$ cat config.mk
export PLATFORM = sky130hd
export DESIGN_NAME = pvc_vendor_regs
export DESIGN_NICKNAME = d
export VERILOG_FILES = /design/src/inc/pvc_pkg.sv /design/src/rtl/pvc_adv_mem.sv /design/src/rtl/pvc_vendor_regs.sv
export SDC_FILE = /design/constraint.sdc
export NUM_CORES = 1
export LEC_CHECK = 0
export BUFFER_PORTS_ARGS = -buffer_cell sky130_fd_sc_hd__buf_2
export CAP_MARGIN = 5
export CORE_ASPECT_RATIO = 1.25
export CORE_MARGIN = 10
export CORE_UTILIZATION = 55
export DETAILED_ROUTE_END_ITERATION = 7
export PLACE_DENSITY = 0.77
export SETUP_SLACK_MARGIN = 0.5
export SYNTH_ARGS = -nofsm -noshare
export SYNTH_HDL_FRONTEND = slang
export SYNTH_HIERARCHICAL = 1
export SYNTH_SLANG_ARGS = --single-unit
$ cat constraint.sdc
create_clock -name clk_i -period 5.1 [get_ports clk_i]
set_clock_uncertainty 0.05 [all_clocks]
set_input_delay 0.255 -clock clk_i [delete_from_list [all_inputs] [get_ports clk_i]]
set_output_delay 0.255 -clock clk_i [all_outputs]
set_load 0.05 [all_outputs]
$ cat src/inc/pvc_pkg.sv
package pvc_pkg;
    // register indices on the management bus
    localparam logic [4:0] IDX_MODE_CTRL = 5'h11;
    localparam logic [4:0] IDX_SPECIAL   = 5'h12;
    localparam logic [4:0] IDX_EXT_MODE  = 5'h13;
    localparam logic [4:0] IDX_ADR_PORT  = 5'h14;
    localparam logic [4:0] IDX_RD_DATA   = 5'h15;
    localparam logic [4:0] IDX_CLK_STAT  = 5'h1b;

    // field positions
    localparam int SM_EARLY_RXDV = 15;
    localparam int SM_HD_LB_DIS  = 14;
    localparam int SM_CRC_SRC    = 7;
    localparam int SM_MCLK_SEL   = 6;
    localparam int EM_MODE_LSB   = 11;
    localparam int EM_FIFO_LSB   = 9;
    localparam int EM_MDIX01     = 2;
    localparam int EM_MDIX23     = 1;
    localparam int EM_CPD        = 0;
    localparam int AP_READ       = 15;
    localparam int CS_TXC_DLY    = 9;
    localparam int CS_RXC_DLY    = 8;
    localparam int CS_RX_POL     = 4;
    localparam int MC_XOVER_DIS  = 5;

    // writable bits and bits kept through a soft reset
    localparam logic [15:0] SM_WMASK = 16'hc09f;
    localparam logic [15:0] SM_KEEP  = 16'h401f;
    localparam logic [15:0] EM_WMASK = 16'hfe07;
    localparam logic [15:0] EM_KEEP  = 16'hf800;
    localparam logic [15:0] AP_WMASK = 16'h7fff;
    localparam logic [15:0] CS_WMASK = 16'h0300;
    localparam logic [15:0] CS_KEEP  = 16'h0300;
    localparam logic [15:0] MC_WMASK = 16'h0020;

    // values after reset
    localparam logic [15:0] SM_RST_BASE   = 16'h0000;
    localparam logic [15:0] EM_RST_BASE   = 16'h0000;
    localparam logic [15:0] CS_RST_BASE   = 16'h0000;
    localparam logic [15:0] AP_RST        = 16'h0000;
    localparam logic [15:0] MC_RST        = 16'h0000;
    localparam logic [15:0] RD_DATA_RST   = 16'h0000;
    localparam logic [2:0]  ADDR_STRAP_HI = 3'h0;
    localparam logic [2:0]  MODE_STRAP_HI = 3'h0;

    // advanced register window
    localparam int         ADV_DEPTH = 13;
    localparam logic [6:0] ADV_LAST  = 7'h0c;

    // management frame counts, in management clock bits
    localparam logic [5:0] PRE_LEN   = 6'h20;
    localparam logic [5:0] HDR_LAST  = 6'h0c;
    localparam logic [5:0] TA_LAST   = 6'h01;
    localparam logic [5:0] DATA_LAST = 6'h0f;
    localparam logic [5:0] DATA_BITS = 6'h10;
    localparam logic [1:0] OP_RD     = 2'h2;
    localparam logic [1:0] OP_WR     = 2'h1;

    typedef enum logic [2:0] {
        ST_PRE   = 3'b000,
        ST_HDR   = 3'b001,
        ST_TA_RD = 3'b010,
        ST_TA_WR = 3'b011,
        ST_RD    = 3'b100,
        ST_WR    = 3'b101
    } pvc_mdio_state_t;

    typedef struct packed {
        logic [3:0] config_pins;
        logic       clock_delay_strap;
    } pvc_strap_t;

    typedef struct packed {
        logic mac_clock_freq_select;
        logic rx_polarity_reversed;
        logic link_10hd;
        logic adv_10hd;
        logic adv_100hd;
    } pvc_status_t;

    typedef struct packed {
        logic       early_rxdv_en;
        logic       hd_loopback_active;
        logic       crc_src_tx;
        logic [1:0] tx_fifo_depth;
        logic       auto_xover_dis;
        logic       mdi_x_ch01;
        logic       mdi_x_ch23;
        logic       pd_10hd_allowed;
        logic       pd_100hd_allowed;
        logic       tx_clk_delay_en;
        logic       rx_clk_delay_en;
        logic [4:0] operating_mode_field;
        logic [4:0] station_address;
    } pvc_cfg_t;

    function automatic logic [15:0] sm_default(input pvc_strap_t s);
        sm_default = SM_RST_BASE | {11'h000, ADDR_STRAP_HI, s.config_pins[1:0]};
    endfunction

    function automatic logic [15:0] em_default(input pvc_strap_t s);
        em_default = EM_RST_BASE | {MODE_STRAP_HI, s.config_pins[3:2], 11'h000};
    endfunction

    function automatic logic [15:0] cs_default(input pvc_strap_t s);
        cs_default = CS_RST_BASE | {6'h00, {2{s.clock_delay_strap}}, 8'h00};
    endfunction
endpackage

$ cat src/rtl/pvc_adv_mem.sv
module pvc_adv_mem (
    input  wire logic        clk_i,
    input  wire logic        rst_b_i,
    input  wire logic        wr_en_i,
    input  wire logic [3:0]  wr_addr_i,
    input  wire logic [15:0] wr_data_i,
    input  wire logic        rd_en_i,
    input  wire logic [6:0]  rd_addr_i,
    output logic      [15:0] rd_data_o
);
    import pvc_pkg::*;

    logic [15:0] mem_reg [ADV_DEPTH];

    // contents carry no reset: the datapath refreshes them
    always_ff @(posedge clk_i) begin
        if (wr_en_i && ({3'h0, wr_addr_i} <= ADV_LAST)) begin
            mem_reg[wr_addr_i] <= wr_data_i;
        end
    end

    always_ff @(posedge clk_i) begin
        if (!rst_b_i) begin
            rd_data_o <= RD_DATA_RST;
        end else if (rd_en_i) begin
            // addresses past the window read as zero
            rd_data_o <= (rd_addr_i <= ADV_LAST) ? mem_reg[rd_addr_i[3:0]] : 16'h0000;
        end
    end
endmodule

$ cat src/rtl/pvc_vendor_regs.sv
// What this block does
// - bit 15 enables early receive-valid in 10BASE-T
// - bit 14 set disables 10BASE-T half-duplex loopback
// - bit 7 picks CRC counter source, rx/tx
// - read-only bit 6 shows MAC clock rate
// - station address matches frames, seeds scrambler, strapped
// - operating mode defaults from upper config straps
// - transmit FIFO depth field, four to seven bytes
// - manual MDI/MDI-X per channel pair when crossover off
// - bit 0 chooses plain or conditional parallel detect
// - read bit copies advanced register, then self-clears
// - seven-bit advanced address, range 0-12, resets zero
// - advanced read data port, read-only, resets zero
// - bits 9 and 8 enable transmit/receive clock delay
// - delay enables default from the clock delay strap
// - read-only bit 4 shows receive polarity reversed
// - crossover disable bit, default automatic crossover
module pvc_vendor_regs (
    input  wire logic                 clk_i,
    input  wire logic                 rst_b_i,
    input  wire logic                 soft_reset_i,
    input  wire pvc_pkg::pvc_strap_t  strap_i,
    input  wire pvc_pkg::pvc_status_t status_i,
    input  wire logic                 mdc_i,
    input  wire logic                 mdio_i,
    output logic                      mdio_o,
    output logic                      mdio_oe_o,
    input  wire logic                 adv_wr_en_i,
    input  wire logic [3:0]           adv_wr_addr_i,
    input  wire logic [15:0]          adv_wr_data_i,
    output pvc_pkg::pvc_cfg_t         cfg_o
);
    import pvc_pkg::*;

    pvc_mdio_state_t state_reg;
    pvc_strap_t      strap_reg;
    logic            mdc_reg;
    logic            mdc_rise;
    logic [5:0]      cnt_reg;
    logic [15:0]     sh_reg;
    logic [4:0]      idx_reg;
    logic            wr_reg;
    logic [4:0]      wr_idx_reg;
    logic [15:0]     wr_data_reg;
    logic [15:0]     spec_reg;
    logic [15:0]     ext_reg;
    logic [15:0]     aport_reg;
    logic [15:0]     cs_reg;
    logic [15:0]     mc_reg;
    logic [15:0]     rd_data_reg;
    logic            adv_rd_en;
    logic            adv_rd_valid_reg;
    logic [15:0]     adv_q;
    logic [4:0]      hdr_phy;
    logic [1:0]      hdr_op;
    logic [4:0]      hdr_reg;

    // readback image; read-only status bits are live, reserved bits read zero
    function automatic logic [15:0] reg_read(input logic [4:0] idx);
        logic [15:0] v;
        v = 16'h0000;
        case (idx)
            IDX_SPECIAL: begin
                v = spec_reg & SM_WMASK;
                v[SM_MCLK_SEL] = status_i.mac_clock_freq_select;
            end
            IDX_EXT_MODE: begin
                v = ext_reg & EM_WMASK;
            end
            IDX_ADR_PORT: begin
                v = aport_reg & AP_WMASK;
            end
            IDX_RD_DATA: begin
                v = rd_data_reg;
            end
            IDX_CLK_STAT: begin
                v = cs_reg & CS_WMASK;
                v[CS_RX_POL] = status_i.rx_polarity_reversed;
            end
            IDX_MODE_CTRL: begin
                v = mc_reg & MC_WMASK;
            end
            default: begin
                v = 16'h0000;
            end
        endcase
        return v;
    endfunction

    // management clock is sampled as plain data, so mdc must be well below clk_i
    always_ff @(posedge clk_i) begin
        if (!rst_b_i) begin
            // held high so a clock parked high at release is not taken for a rise
            mdc_reg <= 1'b1;
        end else begin
            mdc_reg <= mdc_i;
        end
    end

    assign mdc_rise = mdc_i & ~mdc_reg;
    assign hdr_op   = sh_reg[10:9];
    assign hdr_phy  = sh_reg[8:4];
    assign hdr_reg  = {sh_reg[3:0], mdio_i};

    // serial management frame engine
    always_ff @(posedge clk_i) begin
        if (!rst_b_i) begin
            state_reg   <= ST_PRE;
            cnt_reg     <= 6'h00;
            sh_reg      <= 16'h0000;
            idx_reg     <= 5'h00;
            mdio_o      <= 1'b0;
            mdio_oe_o   <= 1'b0;
            wr_reg      <= 1'b0;
            wr_idx_reg  <= 5'h00;
            wr_data_reg <= 16'h0000;
        end else begin
            wr_reg <= 1'b0;
            if (mdc_rise) begin
                case (state_reg)
                    ST_PRE: begin
                        if (mdio_i) begin
                            cnt_reg <= (cnt_reg == PRE_LEN) ? cnt_reg : cnt_reg + 6'h01;
                        end else if (cnt_reg == PRE_LEN) begin
                            state_reg <= ST_HDR;
                            cnt_reg   <= 6'h00;
                        end else begin
                            cnt_reg <= 6'h00;
                        end
                    end
                    ST_HDR: begin
                        sh_reg  <= {sh_reg[14:0], mdio_i};
                        cnt_reg <= cnt_reg + 6'h01;
                        if (cnt_reg == HDR_LAST) begin
                            cnt_reg <= 6'h00;
                            idx_reg <= hdr_reg;
                            // only frames to our own station address are answered
                            if (sh_reg[11] && hdr_phy == spec_reg[4:0] && hdr_op == OP_RD) begin
                                state_reg <= ST_TA_RD;
                                sh_reg    <= reg_read(hdr_reg);
                            end else if (sh_reg[11] && hdr_phy == spec_reg[4:0] && hdr_op == OP_WR) begin
                                state_reg <= ST_TA_WR;
                            end else begin
                                state_reg <= ST_PRE;
                            end
                        end
                    end
                    ST_TA_RD: begin
                        mdio_oe_o <= 1'b1;
                        mdio_o    <= 1'b0;
                        state_reg <= ST_RD;
                    end
                    ST_RD: begin
                        cnt_reg <= cnt_reg + 6'h01;
                        mdio_o  <= sh_reg[15];
                        sh_reg  <= {sh_reg[14:0], 1'b0};
                        if (cnt_reg == DATA_BITS) begin
                            mdio_oe_o <= 1'b0;
                            mdio_o    <= 1'b0;
                            cnt_reg   <= 6'h00;
                            state_reg <= ST_PRE;
                        end
                    end
                    ST_TA_WR: begin
                        cnt_reg <= cnt_reg + 6'h01;
                        if (cnt_reg == TA_LAST) begin
                            cnt_reg   <= 6'h00;
                            state_reg <= ST_WR;
                        end
                    end
                    ST_WR: begin
                        sh_reg  <= {sh_reg[14:0], mdio_i};
                        cnt_reg <= cnt_reg + 6'h01;
                        if (cnt_reg == DATA_LAST) begin
                            wr_reg      <= 1'b1;
                            wr_idx_reg  <= idx_reg;
                            wr_data_reg <= {sh_reg[14:0], mdio_i};
                            cnt_reg     <= 6'h00;
                            state_reg   <= ST_PRE;
                        end
                    end
                    default: begin
                        state_reg <= ST_PRE;
                        cnt_reg   <= 6'h00;
                        mdio_oe_o <= 1'b0;
                    end
                endcase
            end
        end
    end

    // straps are caught while reset is held, and reused on a soft reset
    always_ff @(posedge clk_i) begin
        if (!rst_b_i) begin
            strap_reg <= strap_i;
        end
    end

    // configuration registers; soft reset wins over a write in the same cycle
    always_ff @(posedge clk_i) begin
        if (!rst_b_i) begin
            spec_reg <= sm_default(strap_i);
            ext_reg  <= em_default(strap_i);
            cs_reg   <= cs_default(strap_i);
            mc_reg   <= MC_RST;
        end else if (soft_reset_i) begin
            spec_reg <= (spec_reg & SM_KEEP) | (sm_default(strap_reg) & ~SM_KEEP);
            ext_reg  <= (ext_reg & EM_KEEP) | (em_default(strap_reg) & ~EM_KEEP);
            cs_reg   <= (cs_reg & CS_KEEP) | (cs_default(strap_reg) & ~CS_KEEP);
            mc_reg   <= MC_RST;
        end else if (wr_reg) begin
            case (wr_idx_reg)
                IDX_SPECIAL:   spec_reg <= wr_data_reg & SM_WMASK;
                IDX_EXT_MODE:  ext_reg <= wr_data_reg & EM_WMASK;
                IDX_CLK_STAT:  cs_reg <= wr_data_reg & CS_WMASK;
                IDX_MODE_CTRL: mc_reg <= wr_data_reg & MC_WMASK;
                default: begin
                end
            endcase
        end
    end

    // advanced address port; the read bit is never stored, so it reads back cleared
    assign adv_rd_en = wr_reg && wr_idx_reg == IDX_ADR_PORT && wr_data_reg[AP_READ];

    always_ff @(posedge clk_i) begin
        if (!rst_b_i || soft_reset_i) begin
            aport_reg <= AP_RST;
        end else if (wr_reg && wr_idx_reg == IDX_ADR_PORT) begin
            aport_reg <= wr_data_reg & AP_WMASK;
        end
    end

    pvc_adv_mem u_adv_mem (
        .clk_i     (clk_i),
        .rst_b_i   (rst_b_i),
        .wr_en_i   (adv_wr_en_i),
        .wr_addr_i (adv_wr_addr_i),
        .wr_data_i (adv_wr_data_i),
        .rd_en_i   (adv_rd_en),
        .rd_addr_i (wr_data_reg[6:0]),
        .rd_data_o (adv_q)
    );

    // latched copy: later datapath updates do not disturb what software reads
    always_ff @(posedge clk_i) begin
        if (!rst_b_i || soft_reset_i) begin
            adv_rd_valid_reg <= 1'b0;
            rd_data_reg      <= RD_DATA_RST;
        end else begin
            adv_rd_valid_reg <= adv_rd_en;
            if (adv_rd_valid_reg) begin
                rd_data_reg <= adv_q;
            end
        end
    end

    // controls to the datapath, registered
    always_ff @(posedge clk_i) begin
        if (!rst_b_i) begin
            cfg_o <= '0;
        end else begin
            cfg_o.early_rxdv_en        <= spec_reg[SM_EARLY_RXDV];
            cfg_o.hd_loopback_active   <= status_i.link_10hd & ~spec_reg[SM_HD_LB_DIS];
            cfg_o.crc_src_tx           <= spec_reg[SM_CRC_SRC];
            cfg_o.tx_fifo_depth        <= ext_reg[EM_FIFO_LSB+:2];
            cfg_o.auto_xover_dis       <= mc_reg[MC_XOVER_DIS];
            cfg_o.mdi_x_ch01           <= mc_reg[MC_XOVER_DIS] & ext_reg[EM_MDIX01];
            cfg_o.mdi_x_ch23           <= mc_reg[MC_XOVER_DIS] & ext_reg[EM_MDIX23];
            cfg_o.pd_10hd_allowed      <= ~ext_reg[EM_CPD] | status_i.adv_10hd;
            cfg_o.pd_100hd_allowed     <= ~ext_reg[EM_CPD] | status_i.adv_100hd;
            cfg_o.tx_clk_delay_en      <= cs_reg[CS_TXC_DLY];
            cfg_o.rx_clk_delay_en      <= cs_reg[CS_RXC_DLY];
            cfg_o.operating_mode_field <= ext_reg[EM_MODE_LSB+:5];
            cfg_o.station_address      <= spec_reg[4:0];
        end
    end
endmodule

======== Word level (Yosys, flattened, before mapping) ========
Memory sizes are Yosys's and may differ from the RTL's. A register that Yosys moved wholly into a read port is not among the register bits.
Cells that the tools add are included.
Widths: inputs -> output; s select.
storage, ports and cells
  register bits after elaboration ......... 146
  RAM bits ................................ 208
  bits of input ports ..................... 36
  output and inout port bits .............. 24
  logic and storage cells ................. 159
  memories ................................ 1
operators by class
  $add $sub $neg .......................... 1
  magnitude comparators ................... 2
  equality and inequality tests ........... 36
  muxes and demuxes ....................... 42
  bitwise operators ....................... 13
  reductions and logical operators ........ 29
memories
  memory             depth  bits a word  rd ports  clocked after memory_dff  write ports  line               source
  u_adv_mem.mem_reg  13     16           1         1                         1            pvc_adv_mem.sv:13  logic [15:0] mem_reg [ADV_DEPTH];
operators by type and width
  cell                 number
  $pmux 16 s6          1
  $eq 5x5->1 const B   11
  $mux 13              4
  $mux 16              3
  $pmux 16 s3          1
  $mux 10              4
  $mux 6               6
  $pmux 6 s6           1
  $reduce_and 3->1     10
  $mux 3               6
  $pmux 3 s6           1
  $ne 2x2->1 const B   7
  $eq 6x4->1 const B   2
  $mux 2               6
  $reduce_and 2->1     5
  $mux 4               2
  $ne 2x1->1 const B   4
  $le 7x4->1 const B   1
  $not 1->1            7
  $reduce_and 7->1     1
  $add 6x1->6 const B  1
  $eq 3x2->1 const B   2
  $eq 3x3->1 const B   2
  $eq 6x1->1 const B   1
  21 further kinds     34

======== Logic depth before layout (Yosys ltp) ========
Gate-level depths: netlist of the first run.
  depth in word-level cells ............... 7
  gate-level depth with buffers ........... 11
  depth with buffers taken out ............ 7

======== Cells and area by module ========
The synthesis of the first run kept the hierarchy.
by module, submodules not included
  module           instances  cells each  area an instance (um^2)  seq. area each (um^2)
  pvc_adv_mem      1          470         8607.0                   6566.3
  pvc_vendor_regs  1          591         5355.1                   2662.6

======== Least setup slack after synthesis of the first run ========
OpenSTA, ideal clock, no wires.
  path kind ............................... register -> register
  start point ............................. register wr_idx_reg[3]
  end point ............................... register u_adv_mem.rd_data_o[1]
  setup time .............................. 0.087 ns
  arrival ................................. 2.235 ns
  data required time ...................... 4.963 ns
  setup slack ............................. 2.727 ns
  cell stages (with the launch flop) ...... 10
  path buffers ............................ 3
  period minus slack after synthesis ...... 2.373 ns
  path through ............................ dfxtp_1 -> inv_1 -> nand3_1 -> or4b_2 -> buf_2 -> buf_2 -> nor2_1 -> nand3_1 -> clkbuf_1 -> o31ai_1
between the ends
  cells in the longest elaborated chain, start to end .. 3
ends and longest elaborated chain
  what                             line                    source
  start: declaration               pvc_vendor_regs.sv:43   logic [4:0] wr_idx_reg;
  start signal: assignment         pvc_vendor_regs.sv:176  wr_idx_reg <= idx_reg;
  $eq 5x5->1                       pvc_vendor_regs.sv:224  assign adv_rd_en = wr_reg && wr_idx_reg == IDX_ADR_PORT && wr_data_reg[AP_READ];
  $logic_and 1x1->1 (2 in series)  pvc_vendor_regs.sv:224
  named net adv_rd_en              pvc_vendor_regs.sv:51   logic adv_rd_en;
  end signal: assignment           pvc_adv_mem.sv:27       rd_data_o <= (rd_addr_i <= ADV_LAST) ? mem_reg[rd_addr_i[3:0]] : 16'h0000;
  end: declaration                 pvc_adv_mem.sv:9        output logic [15:0] rd_data_o
The timed path passes the listed nets, and every way through them passes these cells.
A chain may end at the register's enable or synchronous reset.

======== Worst setup path in the final report of the first run ========
  start point ............................. register wr_idx_reg[3]
  end point ............................... register u_adv_mem.rd_data_o[7]
The elaborated chain is that of the path after synthesis.

==> results of run 1 <==
==> worst max-delay path by stage <==
stage | startpoint | to | slack [ns] | cells past startpoint
floorplan | wr_idx_reg[3]$_SDFFE_PN0P_ | u_adv_mem/rd_data_o[1]$_SDFFE_PN0P_ | 2.73 | 9
global placement | wr_idx_reg[3]$_SDFFE_PN0P_ | u_adv_mem/rd_data_o[10]$_SDFFE_PN0P_ | 2.18 | 6
detailed placement | wr_idx_reg[3]$_SDFFE_PN0P_ | u_adv_mem/rd_data_o[12]$_SDFFE_PN0P_ | 2.06 | 6
CTS | wr_idx_reg[3]$_SDFFE_PN0P_ | u_adv_mem/rd_data_o[7]$_SDFFE_PN0P_ | 1.96 | 6
global route | wr_idx_reg[3]$_SDFFE_PN0P_ | u_adv_mem/rd_data_o[7]$_SDFFE_PN0P_ | 1.81 | 6
finish | wr_idx_reg[3]$_SDFFE_PN0P_ | u_adv_mem/rd_data_o[7]$_SDFFE_PN0P_ | 1.94 | 6
==> area by class of cell <==
cell class                 count  area (um^2)
timing repair buffer          87        518.0
multi-input combinational    629         4403
clock inverter                14        122.6
inverter                      12        45.04
clock buffer                  46        967.2
tap                          335        419.2
fill                        1877         9422
sequential                   354         9234
==> cell families after synthesis <==
group,after synthesis
AND/OR/NAND/NOR,355
flip-flops,354
AO/OA/AOI/OAI,153
multiplexers,111
buffers and inverters,78
XOR/XNOR,7
adder cells (fa/ha/maj),3
==> cells in the mapped netlist (14+ instances only) <==
library cell,instances
o31ai_1,28
mux2i_1,77
buf_2,17
and2_1,21
nand2_1,139
a21oi_1,38
mux4_2,30
a211oi_1,16
o22ai_1,15
nand3_1,14
nor2_1,90
nor2b_1,21
clkbuf_1,38
edfxtp_1,214
dfxtp_1,140
o21ai_0,19
==> power by group <==
part / switching [mW] / leakage [nW] / internal (mW)
registers: 0.0111 / 3.07 / 3.07
clock network: 1.04 / 0.538 / 1.39
logic: 0.0978 / 1.63 / 0.0389
total: 1.15 / 5.24 / 4.50
==> layer usage <==
metal  vias to the layer above  global-route usage [%]  share of wire (%)
met3                        62                   3.096                6.9
met4                         0                   5.569                2.5
met5                         -                       0                  0
met2                       310                   32.34                 50
li1                       4048                       -                  -
met1                      4263                   23.90                 41
==> results.yml, run 1 <==
sta:
  fin_ws_ns: 1.945
  maxSlewHeadroom_pct: 14.11
  fin_crit_sh_pct: 61.87
  worst_pin_slew_ns: 1.279
  setup_viol: 0
  rsz0062_at_grt: "no"
  timing.hold.ws_ns: 0.02562
  final.setup.tns_ns: 0
  fmax_mhz: 316.9
  drv_slew: 0
  period_minus_slack_ns: 3.155
  hold_viol: 0
cells_and_area:
  syn2layout_area_growth_pct: 12.51
  final_area_mm2: 0.01571
  drive_gt1_share_pct: 16.46
  largest_register_ffs: 208
  mostFrequentLayoutCells: "edfxtp_1 (214), nand2_1 (139), dfxtp_1 (138)"
  n_antenna_cell: 0
  final_util_pct: 62.51
  fin_nets: 1157
  final_common_cell: "edfxtp_1"
  final_cells: 1477
clocking:
  holdBufCountCts: 5
  path_clk_slew_ns: 0.06
  clk_path_buf_depth: 3
  numCtsBuffers: 34
  cts_tree: "done"
  cts_sinks: 354
  cts_root_buf: "clkbuf_16"
  post_cts_buffers: 0
  insertion_delay_ns: 0.52
  cts_max_level: 2
  cts_resized: 0
routing:
  wl_per_cell_um: 20.80
  detail-route-antenna-nets: 0
  drtIter0Drc: 705
  drc: 0
  dr.pass1.iters: 5
  viasPerCell: 5.879
  wirelength_mm: 30.72
  dr_total_vias: 8683
floorplan:
  die_y_um: 198.1
  die_w_um: 162.5
  io_pins: 60
  core.rowCount: 65
  core_mm2: 0.02513
  die-area_mm2: 0.03220
  start_util_pct: 55.56
setup_path:
  crit_chain: "inv_1 -> nand3_1 -> or4b_2 -> nor2_1 -> nand3_1 -> o31ai_1"
  regToRegSetupSlack_ns: 1.94
  r2r_start: "wr_idx_reg[3]$_SDFFE_PN0P_"
  start_kind: "flip-flop"
  crit_path_end_kind: "flip-flop"
  r2r_end: "u_adv_mem/rd_data_o[7]$_SDFFE_PN0P_"
  critPathMaxFanout: 17
  cp.required_ns: 5.44
  critPathMaxStageDelay_ns: 0.99
  cp.buffers_inverters: 1
  worstSetupPathType: "reg -> reg"
  worst-r2r-cell-count: 6
  slowest_stage: "or4b_2"
  crit_arrival_ns: 3.50
  crit_family: "simple AND/OR/NAND/NOR gates"
  cpMostUsedCell: "nand3_1"
synthesis:
  yosysSeqAreaShare_pct: 66.10
  synth_top_family_by_area: "simple AND/OR/NAND/NOR gates"
  synthFlopType: "edfxtp_1"
  yosysTopAreaCellShare_pct: 46.03
  synth_area_leaders: "edfxtp_1 (46%), dfxtp_1 (20%), mux2i_1 (5.5%), mux4_2 (4.8%), nand2_1 (3.7%)"
  synth_edf_count: 214
  synth-seq-cells: 354
  syn-cell-area_mm2: 0.01396
  async_reset_ff_share_pct: 0
  synth_cell_types: 63
  syn_area_per_cell_um2: 13.16
  synth_warnings: 6
  synthAdderAreaFrac_pct: 0.2688
  synth_mux_area_share_pct: 10.90
  mappedNetlistNets: 1100
  synth_top_area_cell: "edfxtp_1"
  synth-simple-area-share_pct: 12.04
  synthXorXnorAreaFrac_pct: 0.4391
  synth_compound_area_share_pct: 7.617
  syn_inst: 1061
place:
  place_inst: 1412
  routabilityCongestion: 0.8995
  portBuffers: 59
  hpwlAfterDp_mm: 18.83
  dp_slack_ns: 2.063
  placedInstanceArea_mm2: 0.01457
global_route:
  grt_pass1_vias: 8731
  track_usage_pct: 18.82
  grt_pass1_wl_mm: 48.05
  grt_max_degree: 50
  antenna_found_initial: 0
  overflow: 0
power:
  pwr_density_cell_mw_per_mm2: 359.6
  ir_drop_v: 0.0002735
  p_leak_nw: 5.238
  p_total_mw: 5.649
min_path:
  hold_end: "u_adv_mem/mem_reg[2][11]$_DFFE_PP_"
  holdPathStages: 1
  min_path_type: "in -> reg"
  hold_start: "adv_wr_data_i[11]"
job:
  maxCapViolCount: 0
status:
  status: "completed"
Note: power is estimated with default switching activity, not from simulation.
==> run 2: changes to the inputs <==
--- a/config.mk
+++ b/config.mk
@@ -5,13 +5,14 @@
 export SDC_FILE = /design/constraint.sdc
 export NUM_CORES = 1
 export LEC_CHECK = 0
+export ABC_AREA = 1
 export BUFFER_PORTS_ARGS = -buffer_cell sky130_fd_sc_hd__buf_2
 export CAP_MARGIN = 5
 export CORE_ASPECT_RATIO = 1.25
 export CORE_MARGIN = 10
 export CORE_UTILIZATION = 55
 export DETAILED_ROUTE_END_ITERATION = 7
-export PLACE_DENSITY = 0.77
+export PLACE_DENSITY = 0.8
 export SETUP_SLACK_MARGIN = 0.5
 export SYNTH_ARGS = -nofsm -noshare
 export SYNTH_HDL_FRONTEND = slang
==> constraint.sdc (replaced) <==
create_clock -name clk_i -period 2.9 [get_ports clk_i]
set_clock_uncertainty 0.05 [all_clocks]
set_input_delay 0.145 -clock clk_i [delete_from_list [all_inputs] [get_ports clk_i]]
set_output_delay 0.145 -clock clk_i [all_outputs]
set_load 0.05 [all_outputs]
==> run 2 against run 1 <==
  * Utilization grew 1.3 points
  * Area after synthesis rose by 4.3%
  * Via count increased by 29%
  * Die area rose by 3.9%
  * Worst hold slack improved by 0.0075 ns
  * Sequential cell count stayed put
  * Setup slack worse by 1.3 ns
==> results.yml, run 2 <==
synthesis:
  synth_top_area_cell: "edfxtp_1"
  synth_cell_types: 38
  synth_warnings: 6
  synth_most_common_cell: "nand2_1"
  synth-seq-cells: 354
  syn_inst: 1550
  synthFlopType: "edfxtp_1"
  mappedNetlistNets: 1589
  synth_area_leaders: "edfxtp_1 (44%), dfxtp_1 (19%), nand2_1 (9.8%), nand3_1 (5.3%), nor2_1 (4.8%)"
  synthTopCellsByCount: "nand2_1 (381), edfxtp_1 (214), nor2_1 (187)"
  syn-cell-area_mm2: 0.01457
  synth_edf_count: 214
  async_reset_ff_share_pct: 0
  yosysTopAreaCellShare_pct: 44.11
  syn_area_per_cell_um2: 9.399
  yosysSeqAreaShare_pct: 63.35
global_route:
  grt_pass1_wl_mm: 56.31
  grt_pass1_vias: 10864
  antenna_found_initial: 0
  track_usage_pct: 21.02
  overflow: 0
  grt_max_degree: 99
sta:
  hold_viol: 0
  worst_pin_slew_ns: 1.012
  period_minus_slack_ns: 2.222
  fin_crit_sh_pct: 76.64
  rsz0062_at_grt: "no"
  setup_viol: 0
  final.setup.tns_ns: 0
  fin_ws_ns: 0.6776
  maxSlewHeadroom_pct: 32.51
  drv_slew: 0
  fmax_mhz: 450.0
routing:
  viasPerCell: 5.572
  wirelength_mm: 35.78
  drtIter0Drc: 1019
  detail-route-antenna-nets: 0
  dr_total_vias: 11161
  dr.pass1.iters: 6
  drc: 0
  wl_per_cell_um: 17.86
place:
  portBuffers: 59
  dp_slack_ns: 0.3656
  hpwlAfterDp_mm: 22.93
  place_inst: 1913
  routabilityCongestion: 0.9198
setup_path:
  critPathMaxStageDelay_ns: 0.51
  crit_arrival_ns: 2.62
  cpMostUsedCell: "nand2_1"
  worst-r2r-cell-count: 11
  crit_path_end_kind: "flip-flop"
  start_kind: "flip-flop"
  slowest_stage: "edfxtp_1"
  cp.buffers_inverters: 3
  worstSetupPathType: "reg -> reg"
  cp.required_ns: 3.30
  crit_chain: "nand2_1 -> nand2_1 -> nor2_1 -> inv_1 -> nor2_1 -> nand4_2 -> clkinv_1 -> nand2_1 -> nand3_1 -> nand2_1 -> inv_1"
  critPathMaxFanout: 16
  crit_cells: 11
  crit_family: "simple AND/OR/NAND/NOR gates"
floorplan:
  start_util_pct: 55.83
  die_y_um: 202.0
  core_mm2: 0.02610
  die-area_mm2: 0.03344
  io_pins: 60
  core.rowCount: 66
  die_w_um: 165.6
cells_and_area:
  final_cells: 2003
  register_area_mm2: 0.009231
  largest_register_ffs: 208
  mostFrequentLayoutCells: "nand2_1 (381), edfxtp_1 (214), nor2_1 (187)"
  n_antenna_cell: 0
  drive_gt1_share_pct: 11.49
  final_common_cell: "nand2_1"
  multi_input_area_mm2: 0.004479
  syn2layout_area_growth_pct: 14.30
  nFillCells: 2047
  fin_nets: 1677
power:
  internal-power_mw: 8.293
  p_total_mw: 10.35
  pwr-share-seq_pct: 52.4
  pwr_density_cell_mw_per_mm2: 621.3
  switching_share_pct: 19.84
  clkPwrFrac_pct: 45.1
  ir_drop_v: 0.0006508
  p_leak_nw: 6.442
  comb_power_share_pct: 2.5
  power.switching_mw: 2.053
min_path:
  holdPathStages: 5
  min_path_type: "in -> reg"
clocking:
  cts_tree: "done"
  numCtsBuffers: 35
  insertion_delay_ns: 0.52
  cts_max_level: 2
  cts_root_buf: "clkbuf_16"
  clk_path_buf_depth: 3
  cts_sinks: 354
  path_clk_slew_ns: 0.06
status:
  status: "completed"
job:
  maxCapViolCount: 0
[run 2: final timing paths]
path                                  from                      end  slack, ns
hold reg to reg   ext_reg[13]$_SDFFE_PN0P_      cfg_o[7]$_SDFF_PN0_       0.38
setup / recovery     spec_reg[1]$_DFFE_PP_  sh_reg[15]$_SDFFE_PN0P_       0.68
setup reg to reg     spec_reg[1]$_DFFE_PP_  sh_reg[15]$_SDFFE_PN0P_       0.68
hold / removal                      mdio_i   sh_reg[0]$_SDFFE_PN0P_       0.03
[run 2: through the flow]
step	hold slack (ns)	utilization [%]	cell area, um^2
6_report	0.03307	63.81	16650
5_1_grt	0.05685	63.81	16650
4_1_cts	0.02071	63.80	16650
3_5_place_dp	0.2854	58.23	15200
3_3_place_gp	0.2832	58.23	15200
2_1_floorplan	0.1914	-	14570
[run 2: logic make-up after synthesis]
logic type	Yosys count	synth area share [%]
DFF	354	63.35
buffers and inverters	199	5.917
and+or+nand+nor	774	22.50
xor gates and xnor gates	1	0.06013
adders and majority gates	3	0.2577
AOI/OAI and AO/OA	219	7.918
[run 2: tightest hold or removal path: cells and delay by family]
family                 cells  cell delay [ns]
buffers and inverters      1             0.16
and+or+nand+nor            3             0.18
AOI/OAI and AO/OA          1             0.05
[run 2: cell type report]
type                    instances  share of cell area [%]
clock buffers                  49                   5.883
clock inverters                13                   1.202
inverters                     132                   2.990
multi-input cells             997                   26.90
flip-flops and latches        354                   55.44
well taps                     340                   2.555
repair buffers                118                   5.034
[run 2: timing repair]
| action | in CTS | in global routing |
|---|---|---|
| gates resized for setup | 1 | 2 |
| buffers inserted | 3 | 0 |
| hold buffers | 25 | 0 |
| hold endpoints to repair | 216 | 0 |
| pin swaps | 1 | 0 |
| setup endpoints to repair | 13 | 13 |
[run 2: power by group through the flow]
stage          clock, mW  combinational, mW  sequential, mW
2_1_floorplan          0             0.0936            5.55
3_3_place_gp           0              0.227            5.53
3_5_place_dp           0              0.234            5.53
4_1_cts             4.70              0.261            5.42
5_1_grt             4.91              0.288            5.42
6_report            4.66              0.262            5.42
[run 2: routing by layer]
metal / track usage [%] / routed length, um / vias up
li1: - / - / 5345
met1: 24.80 / 13690 / 5228
met2: 36.66 / 18230 / 491
met3: 3.335 / 2532 / 97
met4: 9.234 / 1328 / 0
met5: 0 / 0 / -
